$ cat src/hdl/exec_pkg.sv
package exec_pkg;

	// ---------------------------------------------------------------
	// widths and counts
	// ---------------------------------------------------------------
	localparam int PC_WIDTH     = 16;
	localparam int ADDR_WIDTH   = 16;
	localparam int DATA_WIDTH   = 8;
	localparam int OFFSET_WIDTH = 7;
	localparam int DISP_WIDTH   = 6;
	localparam int REG_IDX_W    = 5;
	localparam int FLAG_WIDTH   = 8;
	localparam int BRANCH_SLOW_CLOCKS = 2; // taken branch
	localparam int BRANCH_FAST_CLOCKS = 1; // branch falls through
	localparam int MEMORY_CLOCKS      = 2; // every load and store

	// ---------------------------------------------------------------
	// flag register bit positions
	// ---------------------------------------------------------------
	localparam logic [2:0] FLAG_CARRY     = 3'h0;
	localparam logic [2:0] FLAG_NIL       = 3'h1;
	localparam logic [2:0] FLAG_MSB       = 3'h2;
	localparam logic [2:0] FLAG_WRAP      = 3'h3;
	localparam logic [2:0] FLAG_SIGN      = 3'h4;
	localparam logic [2:0] FLAG_NIBBLE    = 3'h5;
	localparam logic [2:0] FLAG_BITCOPY   = 3'h6;
	localparam logic [2:0] FLAG_INT_EN    = 3'h7;

	// ---------------------------------------------------------------
	// pointer steps and reset values
	// ---------------------------------------------------------------
	localparam logic [ADDR_WIDTH-1:0] PTR_STEP = 16'h0001;
	localparam logic [PC_WIDTH-1:0]   PC_STEP  = 16'h0001;
	localparam logic [ADDR_WIDTH-1:0] ADDR_RST = 16'h0000;
	localparam logic [PC_WIDTH-1:0]   PC_RST   = 16'h0000;
	localparam logic [DATA_WIDTH-1:0] DATA_RST = 8'h00;

	// ---------------------------------------------------------------
	// command encodings
	// ---------------------------------------------------------------
	typedef enum logic [1:0] {
		OP_BRANCH = 2'h0,
		OP_LOAD   = 2'h1,
		OP_STORE  = 2'h2,
		OP_NONE   = 2'h3
	} exec_op_t;

	typedef enum logic [4:0] {
		COND_FLAG_CLR = 5'h00, COND_FLAG_SET = 5'h01,
		COND_EQ       = 5'h02, COND_NE       = 5'h03,
		COND_CS       = 5'h04, COND_CC       = 5'h05,
		COND_US_GE    = 5'h06, COND_US_LESS  = 5'h07,
		COND_MI       = 5'h08, COND_PL       = 5'h09,
		COND_S_GE     = 5'h0A, COND_S_LESS   = 5'h0B,
		COND_HS       = 5'h0C, COND_HC       = 5'h0D,
		COND_TS       = 5'h0E, COND_TC       = 5'h0F,
		COND_VS       = 5'h10, COND_VC       = 5'h11,
		COND_IE       = 5'h12, COND_ID       = 5'h13
	} cond_t;

	typedef enum logic [2:0] {
		MODE_PLAIN   = 3'h0,
		MODE_POSTINC = 3'h1,
		MODE_PREDEC  = 3'h2,
		MODE_DISP    = 3'h3,
		MODE_ABS     = 3'h4
	} mem_mode_t;

	typedef enum logic [1:0] {
		PTR_X = 2'h0,
		PTR_Y = 2'h1,
		PTR_Z = 2'h2,
		PTR_NONE = 2'h3
	} ptr_t;

	typedef enum logic [1:0] {
		ST_IDLE   = 2'h0,
		ST_FINISH = 2'h1
	} state_t;

endpackage

$ cat src/hdl/cond_branch_load_store_exec.sv
// Operation
// - A branch on a chosen flag bit being 0 sets the counter to counter plus offset plus one, in one or two clocks.
// - A branch on the nibble carry flag being 1 goes to counter plus offset plus one, in one or two clocks.
// - A branch on the nibble carry flag being 0 goes to counter plus offset plus one, in one or two clocks.
// - Branches on the bit-copy flag being 1 or 0 add offset plus one when taken, in one or two clocks.
// - Branches on the signed-wrap flag being 1 or 0 add offset plus one when taken, in one or two clocks.
// - Branches on the interrupt enable flag being 1 or 0 add offset plus one when taken, in one or two clocks.
// - Unsigned same-or-higher and carry-clear branch on borrow 0, unsigned lower on borrow 1.
// - Signed greater-or-equal branches when msb xor signed-wrap is 0.
// - Signed less-than branches when msb xor signed-wrap is 1.
// - Post-increment load reads at the pointer, then steps the pointer up by one, in two clocks.
// - Pre-decrement load steps the pointer down by one, then reads at it, in two clocks.
// - Displacement load reads at the second or third pointer plus an unsigned displacement, pointer kept.
// - Direct load reads at the absolute address given, in two clocks, flags untouched.
// - Post-increment store writes the source at the pointer, then steps the pointer up, in two clocks.
// - A branch on a chosen flag bit being 1 sets the counter to counter plus offset plus one.
`timescale 1ns/100ps

module cond_branch_load_store_exec
	import exec_pkg::*;
#(
	parameter int PC_W   = PC_WIDTH,
	parameter int ADDR_W = ADDR_WIDTH,
	parameter int DATA_W = DATA_WIDTH
)(
	input  wire logic                    mclk,
	input  wire logic                    nrst,
	input  wire logic                    start,
	input  wire exec_op_t                op,
	input  wire cond_t                   cond,
	input  wire logic [2:0]              flag_sel,
	input  wire logic [FLAG_WIDTH-1:0]   flag_register,
	input  wire logic [OFFSET_WIDTH-1:0] branch_offset,
	input  wire logic [PC_W-1:0]         pc_now,
	input  wire mem_mode_t               mode,
	input  wire ptr_t                    ptr_sel,
	input  wire logic [DISP_WIDTH-1:0]   disp,
	input  wire logic [ADDR_W-1:0]       abs_addr,
	input  wire logic [REG_IDX_W-1:0]    reg_idx,
	input  wire logic [ADDR_W-1:0]       ptr_x,
	input  wire logic [ADDR_W-1:0]       ptr_y,
	input  wire logic [ADDR_W-1:0]       ptr_z,
	input  wire logic [DATA_W-1:0]       source_register,
	input  wire logic [DATA_W-1:0]       mem_rdata,
	output logic                         busy,
	output logic                         done,
	output logic                         illegal,
	output logic                         pc_load,
	output logic      [PC_W-1:0]         pc_target,
	output logic                         mem_rd,
	output logic                         mem_wr,
	output logic      [ADDR_W-1:0]       mem_addr,
	output logic      [DATA_W-1:0]       mem_wdata,
	output logic                         reg_wr,
	output logic      [REG_IDX_W-1:0]    reg_wr_idx,
	output logic      [DATA_W-1:0]       reg_wr_data,
	output logic                         ptr_wr,
	output ptr_t                         ptr_wr_sel,
	output logic      [ADDR_W-1:0]       ptr_wr_value
);

	// ---------------------------------------------------------------
	// elaboration checks
	// ---------------------------------------------------------------
	// the address unit and the package constants are fixed at these
	// widths, so other values cannot be served
	generate
		if (PC_W != PC_WIDTH || ADDR_W != ADDR_WIDTH
				|| DATA_W != DATA_WIDTH) begin : g_bad_width
			$error("widths must match the package widths");
		end
	endgenerate

	// ---------------------------------------------------------------
	// helpers
	// ---------------------------------------------------------------
	// pointer pair lookup, used for the read and for the write-back
	function automatic logic [ADDR_W-1:0] pick_pointer(
		input ptr_t             sel,
		input logic [ADDR_W-1:0] px,
		input logic [ADDR_W-1:0] py,
		input logic [ADDR_W-1:0] pz
	);
		case (sel)
			PTR_X:   pick_pointer = px;
			PTR_Y:   pick_pointer = py;
			PTR_Z:   pick_pointer = pz;
			default: pick_pointer = px;
		endcase
	endfunction

	// ---------------------------------------------------------------
	// state and latched command
	// ---------------------------------------------------------------
	state_t                state;
	state_t                next_state;
	exec_op_t              lat_op;
	logic [REG_IDX_W-1:0]  lat_reg_idx;
	ptr_t                  lat_ptr_sel;
	logic [ADDR_W-1:0]     lat_new_ptr;
	logic                  lat_ptr_changes;

	// ---------------------------------------------------------------
	// decode
	// ---------------------------------------------------------------
	logic                  take;
	logic [ADDR_W-1:0]     eff_addr;
	logic [ADDR_W-1:0]     new_ptr;
	logic                  ptr_changes;

	wire idle       = (state == ST_IDLE);
	wire finishing  = (state == ST_FINISH);
	wire accept     = start && idle;
	wire is_branch  = (op == OP_BRANCH);
	wire is_load    = (op == OP_LOAD);
	wire is_store   = (op == OP_STORE);
	wire uses_ptr   = (mode != MODE_ABS);
	wire ptr_known  = (ptr_sel != PTR_NONE);
	// displacement only rides on the second and third pairs
	wire disp_ok    = (mode != MODE_DISP) || (ptr_sel != PTR_X);
	wire load_ok    = is_load && disp_ok
		&& (ptr_known || !uses_ptr);
	// other store forms belong to another block
	wire store_ok   = is_store && ptr_known
		&& (mode == MODE_PLAIN || mode == MODE_POSTINC);
	wire legal      = is_branch || load_ok || store_ok;
	wire mem_go     = accept && (load_ok || store_ok);
	// of the branches, only a taken one needs a second clock
	wire br_taken   = accept && is_branch && take;
	wire br_skip    = accept && is_branch && !take;
	wire bad_cmd    = accept && !legal;

	wire [ADDR_W-1:0] ptr_value = pick_pointer(ptr_sel, ptr_x,
		ptr_y, ptr_z);

	// signed word offset, sign extended to the counter width
	wire [PC_W-1:0] offset_ext = {{(PC_W-OFFSET_WIDTH)
		{branch_offset[OFFSET_WIDTH-1]}}, branch_offset};
	// target is counter plus offset plus one
	wire [PC_W-1:0] target = pc_now + offset_ext + PC_STEP;

	// ---------------------------------------------------------------
	// sub-blocks
	// ---------------------------------------------------------------
	// condition check; flags are an input only
	flag_condition u_flag_condition (
		.cond          (cond),
		.flag_sel      (flag_sel),
		.flag_register (flag_register),
		.take          (take)
	);

	// effective address and pointer write-back value
	address_unit u_address_unit (
		.mode        (mode),
		.ptr_value   (ptr_value),
		.disp        (disp),
		.abs_addr    (abs_addr),
		.eff_addr    (eff_addr),
		.new_ptr     (new_ptr),
		.ptr_changes (ptr_changes)
	);

	// ---------------------------------------------------------------
	// sequencing
	// ---------------------------------------------------------------
	// two-state walk; finish always returns to idle
	always_comb begin
		case (state)
			ST_IDLE:   next_state = (br_taken || mem_go)
				? ST_FINISH : ST_IDLE;
			ST_FINISH: next_state = ST_IDLE;
			default:   next_state = ST_IDLE;
		endcase
	end

	// state register
	always_ff @(posedge mclk or negedge nrst) begin
		if (!nrst) begin
			state <= ST_IDLE;
		end else begin
			state <= next_state;
		end
	end

	// latch what the second clock needs
	always_ff @(posedge mclk or negedge nrst) begin
		if (!nrst) begin
			lat_op          <= OP_NONE;
			lat_reg_idx     <= '0;
			lat_ptr_sel     <= PTR_X;
			lat_new_ptr     <= ADDR_RST;
			lat_ptr_changes <= 1'b0;
		end else if (accept) begin
			lat_op          <= legal ? op : OP_NONE;
			lat_reg_idx     <= reg_idx;
			lat_ptr_sel     <= ptr_sel;
			lat_new_ptr     <= new_ptr;
			lat_ptr_changes <= ptr_changes;
		end
	end

	// ---------------------------------------------------------------
	// handshake outputs
	// ---------------------------------------------------------------
	// done closes every accepted command, legal or not
	always_ff @(posedge mclk or negedge nrst) begin
		if (!nrst) begin
			busy    <= 1'b0;
			done    <= 1'b0;
			illegal <= 1'b0;
		end else begin
			busy    <= (next_state != ST_IDLE);
			// untaken branch ends after one clock
			done    <= br_skip || bad_cmd || finishing;
			illegal <= bad_cmd;
		end
	end

	// ---------------------------------------------------------------
	// program counter
	// ---------------------------------------------------------------
	// target captured at accept, so a pc_now change later is harmless
	always_ff @(posedge mclk or negedge nrst) begin
		if (!nrst) begin
			pc_target <= PC_RST;
			pc_load   <= 1'b0;
		end else begin
			if (br_taken) begin
				pc_target <= target;
			end
			pc_load <= finishing && (lat_op == OP_BRANCH);
		end
	end

	// ---------------------------------------------------------------
	// data memory
	// ---------------------------------------------------------------
	// address and strobes go out in the first clock
	always_ff @(posedge mclk or negedge nrst) begin
		if (!nrst) begin
			mem_rd    <= 1'b0;
			mem_wr    <= 1'b0;
			mem_addr  <= ADDR_RST;
			mem_wdata <= DATA_RST;
		end else begin
			// read strobe for every load form
			mem_rd <= mem_go && is_load;
			// store writes in its first clock
			mem_wr <= mem_go && is_store;
			if (mem_go) begin
				mem_addr  <= eff_addr;
				mem_wdata <= source_register;
			end
		end
	end

	// ---------------------------------------------------------------
	// register file and pointer write-back
	// ---------------------------------------------------------------
	// read data is taken at the end of the strobe cycle, so memory
	// must answer within that cycle
	always_ff @(posedge mclk or negedge nrst) begin
		if (!nrst) begin
			reg_wr      <= 1'b0;
			reg_wr_idx  <= '0;
			reg_wr_data <= DATA_RST;
		end else begin
			reg_wr <= finishing && (lat_op == OP_LOAD);
			if (finishing && (lat_op == OP_LOAD)) begin
				reg_wr_idx  <= lat_reg_idx;
				reg_wr_data <= mem_rdata;
			end
		end
	end

	// pointer step lands with the end of the command
	always_ff @(posedge mclk or negedge nrst) begin
		if (!nrst) begin
			ptr_wr       <= 1'b0;
			ptr_wr_sel   <= PTR_X;
			ptr_wr_value <= ADDR_RST;
		end else begin
			ptr_wr <= finishing && lat_ptr_changes
				&& (lat_op == OP_LOAD || lat_op == OP_STORE);
			if (finishing) begin
				ptr_wr_sel   <= lat_ptr_sel;
				ptr_wr_value <= lat_new_ptr;
			end
		end
	end

endmodule // cond_branch_load_store_exec

$ cat src/hdl/flag_condition.sv
`timescale 1ns/100ps

module flag_condition
	import exec_pkg::*;
(
	input  wire cond_t                 cond,
	input  wire logic [2:0]            flag_sel,
	input  wire logic [FLAG_WIDTH-1:0] flag_register,
	output logic                       take
);

	// ---------------------------------------------------------------
	// named flags
	// ---------------------------------------------------------------
	wire sel_bit = flag_register[flag_sel];
	wire c_flag  = flag_register[FLAG_CARRY];
	wire z_flag  = flag_register[FLAG_NIL];
	wire n_flag  = flag_register[FLAG_MSB];
	wire v_flag  = flag_register[FLAG_WRAP];
	wire h_flag  = flag_register[FLAG_NIBBLE];
	wire t_flag  = flag_register[FLAG_BITCOPY];
	wire i_flag  = flag_register[FLAG_INT_EN];
	// signed order uses n xor v, not the stored sign bit, on purpose
	wire nv_diff = n_flag ^ v_flag;

	// condition select; flags are only read here, never written
	always_comb begin
		case (cond)
			COND_FLAG_CLR: take = ~sel_bit;
			COND_FLAG_SET: take = sel_bit;
			COND_EQ:       take = z_flag;
			COND_NE:       take = ~z_flag;
			COND_MI:       take = n_flag;
			COND_PL:       take = ~n_flag;
			COND_CS:       take = c_flag;
			COND_US_LESS:  take = c_flag;
			COND_CC:       take = ~c_flag;
			COND_US_GE:    take = ~c_flag;
			COND_S_GE:     take = ~nv_diff;
			COND_S_LESS:   take = nv_diff;
			COND_HS:       take = h_flag;
			COND_HC:       take = ~h_flag;
			COND_TS:       take = t_flag;
			COND_TC:       take = ~t_flag;
			COND_VS:       take = v_flag;
			COND_VC:       take = ~v_flag;
			COND_IE:       take = i_flag;
			COND_ID:       take = ~i_flag;
			default:       take = 1'b0;
		endcase
	end

endmodule // flag_condition

$ cat src/hdl/address_unit.sv
`timescale 1ns/100ps

module address_unit
	import exec_pkg::*;
(
	input  wire mem_mode_t             mode,
	input  wire logic [ADDR_WIDTH-1:0] ptr_value,
	input  wire logic [DISP_WIDTH-1:0] disp,
	input  wire logic [ADDR_WIDTH-1:0] abs_addr,
	output logic      [ADDR_WIDTH-1:0] eff_addr,
	output logic      [ADDR_WIDTH-1:0] new_ptr,
	output logic                       ptr_changes
);

	// ---------------------------------------------------------------
	// pointer arithmetic
	// ---------------------------------------------------------------
	wire [ADDR_WIDTH-1:0] ptr_inc  = ptr_value + PTR_STEP;
	wire [ADDR_WIDTH-1:0] ptr_dec  = ptr_value - PTR_STEP;
	// displacement is unsigned, so zero extend
	wire [ADDR_WIDTH-1:0] ptr_disp = ptr_value
		+ {{(ADDR_WIDTH-DISP_WIDTH){1'b0}}, disp};

	// address and write-back per mode
	always_comb begin
		case (mode)
			MODE_POSTINC: begin
				eff_addr    = ptr_value;
				new_ptr     = ptr_inc;
				ptr_changes = 1'b1;
			end
			MODE_PREDEC: begin
				eff_addr    = ptr_dec;
				new_ptr     = ptr_dec;
				ptr_changes = 1'b1;
			end
			MODE_DISP: begin
				eff_addr    = ptr_disp;
				new_ptr     = ptr_value;
				ptr_changes = 1'b0;
			end
			MODE_ABS: begin
				eff_addr    = abs_addr;
				new_ptr     = ptr_value;
				ptr_changes = 1'b0;
			end
			default: begin
				eff_addr    = ptr_value;
				new_ptr     = ptr_value;
				ptr_changes = 1'b0;
			end
		endcase
	end

endmodule // address_unit

$ cat config.mk
export PLATFORM = sky130hd
export DESIGN_NAME = cond_branch_load_store_exec
export DESIGN_NICKNAME = d
export VERILOG_FILES = /design/src/hdl/exec_pkg.sv /design/src/hdl/cond_branch_load_store_exec.sv /design/src/hdl/flag_condition.sv /design/src/hdl/address_unit.sv
export SDC_FILE = /design/constraint.sdc
export NUM_CORES = 1
export LEC_CHECK = 0
export BUFFER_PORTS_ARGS = -buffer_cell sky130_fd_sc_hd__buf_2
export CAP_MARGIN = 20
export CORE_MARGIN = 2
export CORE_UTILIZATION = 45
export DETAILED_ROUTE_END_ITERATION = 12
export PLACE_DENSITY = 0.83
export SYNTH_ARGS = -nofsm -noshare
export SYNTH_HDL_FRONTEND = slang
export SYNTH_SLANG_ARGS = --single-unit
$ cat constraint.sdc
create_clock -name mclk -period 2.6 [get_ports mclk]
set_clock_uncertainty 0.1 [all_clocks]
set_input_delay 0.52 -clock mclk [delete_from_list [all_inputs] [get_ports mclk]]
set_output_delay 0.52 -clock mclk [all_outputs]
set_load 0.05 [all_outputs]
**After elaboration in Yosys (flattened, before gate mapping)**

Index checks and enable logic that the tools add are counted.

- Bits in registers: 107
- Bits of input ports: 140
- Output and inout port bits: 79
- Logic and storage cells: 119

- Add/subtract/negate cells: 5
- $lt $le $gt $ge: 1
- Eq/ne operators: 33
- Muxes and demuxes: 10
- Bitwise logic cells: 10
- Reduce and logical (&&, ||, !) cells: 39

Operators by type and width:

| operator | number |
|---|---|
| $pmux W16 S2 | 2 |
| $pmux W16 S3 | 1 |
| $eq A5 B4 Y1 const B | 8 |
| $add A16 B1 Y16 const B | 2 |
| $eq A5 B3 Y1 const B | 4 |
| $eq A5 B5 Y1 const B | 4 |
| $pmux W1 S18 | 1 |
| $add A16 B16 Y16 | 1 |
| $add A16 B6 Y16 | 1 |
| $logic_and A1 B1 Y1 | 16 |
| $sub A16 B1 Y16 const B | 1 |
| $eq A5 B2 Y1 const B | 2 |
| $logic_or A1 B1 Y1 | 10 |
| $not A1 Y1 | 9 |
| $eq A2 B1 Y1 const B | 4 |
| $eq A2 B2 Y1 const B | 3 |
| $eq A3 B2 Y1 const B | 2 |
| $logic_not A2 Y1 | 3 |
| $reduce_or A2 Y1 | 3 |
| $eq A5 B1 Y1 const B | 1 |
| $logic_not A5 Y1 | 1 |
| $lt A3 B4 Y1 const B | 1 |
| $mux W1 | 4 |
| $reduce_bool A2 Y1 | 2 |
| 10 further kinds | 12 |

**Logic depth before layout (Yosys ltp)**

- Depth after elaboration: 10
- Mapped depth: 16
- Mapped depth without buffers: 13

**Modules after synthesis**

From an unflattened synthesis, not the netlist that was laid out.

- Cells, all modules: 766
- Area, all modules: 7,161.9 um2

Modules (own cells, without submodules):

| module | times used | cells an instance | area each (um2) | sequential area each (um2) |
|---|---|---|---|---|
| cond_branch_load_store_exec | 1 | 467 | 5,159.9 | 2,630.0 |
| address_unit | 1 | 272 | 1,759.2 | 0.0 |
| flag_condition | 1 | 27 | 242.7 | 0.0 |

**Least setup slack after synthesis**

No wires, ideal clock.

- Path kind: input to register
- Start point: input port ptr_sel[0]
- End point: register mem_addr[8]
- Library setup time: 0.131 ns
- Data arrival time: 3.237 ns
- Data required time: 2.369 ns
- Path slack: -0.868 ns
- Cell stages on the path: 15
- Path buffers: 2
- Path through: inv_1 > ha_1 > buf_6 > buf_4 > a22oi_1 > a21oi_2 > ha_1 > fa_1 > a211oi_1 > o21bai_1 > a21oi_1 > nor2_1 > xor2_1 > a221oi_1 > nor3_1

- Word-level cells in the longest chain between the ends: 6

RTL lines:

| what | line | RTL |
|---|---|---|
| start: declaration | cond_branch_load_store_exec.sv:36 | `input wire ptr_t ptr_sel,` |
| parallel branches: the longest is 6 deep, another holds $add A16 B6 Y16 | -- |  |
| end signal: assignment | cond_branch_load_store_exec.sv:252 | `mem_addr <= eff_addr;` |
| end: declaration | cond_branch_load_store_exec.sv:52 | `output logic [ADDR_W-1:0] mem_addr,` |

Parallel ways; which one is timed is not known.
A chain may end at the register's enable or synchronous reset.

**Worst setup path in the final report**

- Start point: input port ptr_sel[0]
- End point: register mem_addr[10]

Same word-level chain as after synthesis.

==> results.txt <==
----------------------------------------------------
[Run status]
  Status ... finished, violations left
  Failing checks ... negative setup slack

[Synthesis]
  Syn_area_per_cell ... 8.92 sq um
  Distinct cell type count after synthesis ... 80
  Portion of the post-synthesis area used by sequential elements ... 0.374
  Post-Syn Instances ... 788
  Post-synthesis register bit count ... 105
  Number of nets in the synthesized netlist ... 960
  Number of synthesis warnings ... 0
  Cell Area, Synth ... 7030 sq um
  Share of synthesized flip-flops with an asynchronous set or reset ... 1.00
  Number of flops mapped to enable cells by yosys ... 0
  Top_reg_cell synth ... sky130_fd_sc_hd__dfrtp_1

[Die]
  Area inside the core boundary ... 15300 sq um
  Chip height ... 129 microns
  Standard-cell rows ... 45
  Initial Util ... 0.461
  I/O pins ... 219
  Horiz. Die Dim ... 129 microns
  Die Footprint ... 16600 sq um

[Clock tree]
  CTS H-tree lvls ... 3
  Number of buffers created by CTS ... 9
  Number of hold buffers added after CTS ... 0
  Worst skew pair latency ... 0.35 ns
  Clock-pin slew on the worst setup and hold paths ... 0.07 ns
  Max Root-Sink Buffers ... 2
  Clock tree from TritonCTS ... built
  Sinks on the clock net ... 105
  Clk Tree Root Cell ... sky130_fd_sc_hd__clkbuf_16

[Critical path]
  Worst Path Required ... 2.77 ns
  Crit Path Max Fanout ... 7
  Cell-by-cell listing of the critical path ... buf_12 -> inv_8 -> ha_4 -> buf_6 -> nor2_4 -> a21o_1 -> inv_2 -> ha_4 -> o21ai_0 -> o21bai_1 -> a21oi_2 -> buf_6 -> buf_4 -> nor3_2 -> xnor2_1 -> a21oi_1 -> a31oi_1
  Startpoint class of the critical path ... input port
  Type of destination of the critical path ... register
  Critical path arrival ... 3.04 ns
  Kind of critical path ... in -> reg
  Worst-path cell with the longest stage delay ... sky130_fd_sc_hd__ha_4
  Crit-path max cell delay ... 0.28 ns

[Drt]
  Iteration count of the initial detailed-routing pass ... 5
  Total number of vias ... 7645
  Iteration-0 DRC count of the detailed router ... 614
  Post-route ant nets ... 0
  Number of vias per cell ... 5.65
  Count of unresolved DRC violations after routing ... 0
  Total wire length after detailed routing ... 24600 microns
  Post-DR wirelength/cell ... 18.1 microns

[Finish]
  Fraction of the core area covered by cells at the end of the flow ... 0.686
  Final #Nets ... 1310
  Multi-input gate area ... 4700 sq um
  Diode count ... 0
  FILL cells ... 1100
  Layout-stage area growth over the synthesis result ... 49.0%
  Most common cell after layout, fill and taps aside ... sky130_fd_sc_hd__buf_2
  Most frequent cells in the layout ... sky130_fd_sc_hd__buf_2 (215), sky130_fd_sc_hd__buf_4 (143), sky130_fd_sc_hd__nand2_1 (114)
  Area occupied by registers ... 2630 sq um
  Share of post-route cells with drive strength above 1 ... 0.473

[Power and ir drop]
  Switching portion of total power ... 0.463
  Int Power ... 4290 uW
  Clock group share of total power ... 0.182
  Power share of the combinational group ... 0.518
  Share of power burned in registers ... 0.300
  Total net switching power ... 3690 uW
  Power Dens Cells ... 762 nW/um^2
  Worst ir drop on vdd ... 0.509 mV
  Static power due to leakage ... 0.00505 uW

[Timing]
  Worst relative slew slack ... 0.601
  Pins over their slew limit ... 0
  Min cycle time layout ... 2.88 ns
  Smallest setup slack after layout ... -0.276 ns
  Final Hold Violating Endpoints ... 0
  Actual slew at the worst max-slew pin ... 0.597 ns
  F_max ... 348 MHz
  Unrepaired setup endpoints after global routing ... true
  Crit share post-route ... 1.11
  Final setup TNS ... -3.17 ns
  Final setup fails ... 23

[Global route]
  Largest net degree at the start of global routing ... 41
  Grt total ovfl ... 0
  Number of antenna violations at the first check in global routing ... 0
  Global-route wire length before repair ... 36500 microns
  Number of global-route vias before repair ... 7355
  GRT Total Usage ... 0.279

[Placed design]
  Placer congestion estimate ... 0.966
  Estimated wirelength of the detail-placed design ... 17300 microns
  Buffers on Ports ... 218
  Worst setup slack before clock tree synthesis ... -0.752 ns

[Worst hold path]
  HP Class ... in -> async

[Flow run]
  Number of maximum-capacitance violations ... 0

----------------------------------------------------
-- power by group through the flow --
stage                     Clock, uW  Combinational (uW)  Sequential, uW
after floorplan                   0                1170            3890
after global placement            0                3780            2400
after detailed placement          0                3840            2410
after CTS                      1470                3930            2400
after global routing           1540                4360            2450
final                          1450                4130            2400
-- Yosys cell counts, drive strengths merged, types with 3 or more instances --
library cell  number  area [sq um]
and3               6          37.5
or2                4          27.5
o311ai             3          26.3
o21ai             65           325
a211o              5          43.8
buf               14           106
dfrtp            103          2580
clkbuf            27           101
nand3             12          60.1
ha                30           375
nand4              3          18.8
o221ai             6          52.6
and2               4          25.0
a21o              18           143
o211ai             3          22.5
nor2              62           235
xnor2             24           210
nand2            116           435
a41oi              3          26.3
o21a               6          45.0
mux2              35           409
a22oi             20           193
nand2b             7          43.8
inv               20          75.1
xor2              18           158
a21oi             59           325
nor4               9          71.3
nor4b              3          32.5
nor3              28           145
nor2b             14          87.6
mux2i              5          50.1
a31oi             13          81.3
o31ai              4          30.0
-- flip-flops by register name, summed over array words and instances (netlist names), 5 cells and up --
| name | count |
|---|---|
| ptr_wr_value | 16 |
| lat_reg_idx | 5 |
| lat_new_ptr | 16 |
| mem_wdata | 8 |
| reg_wr_idx | 5 |
| mem_addr | 16 |
| reg_wr_data | 8 |
| pc_target | 16 |
-- path summary, 6_finish.rpt --
| kind | start | end | slack, ns | cells after the start |
|---|---|---|---|---|
| setup / recovery | ptr_sel[0] | mem_addr[10] | -0.28 | 17 |
| setup reg to reg | busy | mem_addr[5] | 0.70 | 4 |
| hold / removal | nrst | mem_addr[2] | 0.02 | 1 |
| min in group mclk | source_register[3] | mem_wdata[3] | 0.25 | 3 |
| hold reg to reg | mem_addr[2] | mem_addr[2] | 0.38 | 2 |
| max in group asynchronous | nrst | mem_addr[14] | 1.68 | 2 |
-- metal layers --
metal,GRT usage,share of wire,vias to the layer above
met5,0,0,-
met4,0.137,0.043,0
met3,0.0536,0.082,80
met2,0.458,0.47,424
met1,0.355,0.40,3596
li1,-,-,3545
-- cell type report --
type	count	share of cell area
tap	211	0.0252
timing repair buffer	380	0.235
multi-input combinational	622	0.449
clock buffer	11	0.0241
sequential	105	0.251
clock inverter	5	0.00633
inverter	20	0.00932
-- critical path, delay by kind of cell --
family                   cells  cell delay [ns]
AND/OR/NAND/NOR              2             0.35
AO/OA/AOI/OAI                6             0.81
XOR/XNOR                     1             0.16
buffers and inverters        6             0.63
adder cells (fa/ha/maj)      2             0.56
-- cell families (layout without fill, tap and decap cells) --
group,after synthesis,after routing,synth area share
AO/OA/AOI/OAI,228,228,0.217
XOR/XNOR,42,42,0.0523
buffers and inverters,61,416,0.0402
AND/OR/NAND/NOR,278,278,0.186
adder cells (fa/ha/maj),32,32,0.0591
multiplexers,42,42,0.0717
flip-flops,105,105,0.374
-- per-stage QoR --
stage / cell area [sq um] / hold slack [ns] / power (uW) / instances
after floorplan: 7260 / 0.124 / 5050 / 788
after global placement: 9430 / 0.355 / 6180 / 1310
after detailed placement: 9430 / 0.358 / 6260 / 1310
after CTS: 10000 / 0.0233 / 7800 / 1340
after global routing: 10500 / 0.0453 / 8350 / 1354
final: 10500 / 0.0200 / 7980 / 1354
-- timing repair --
action,4_1_cts,5_1_grt
pin swaps,17,40
resized for setup,40,64
setup endpoints to repair,37,24
cloned,0,1
setup buffers,14,13
Note: power is estimated with default switching activity, not from simulation.
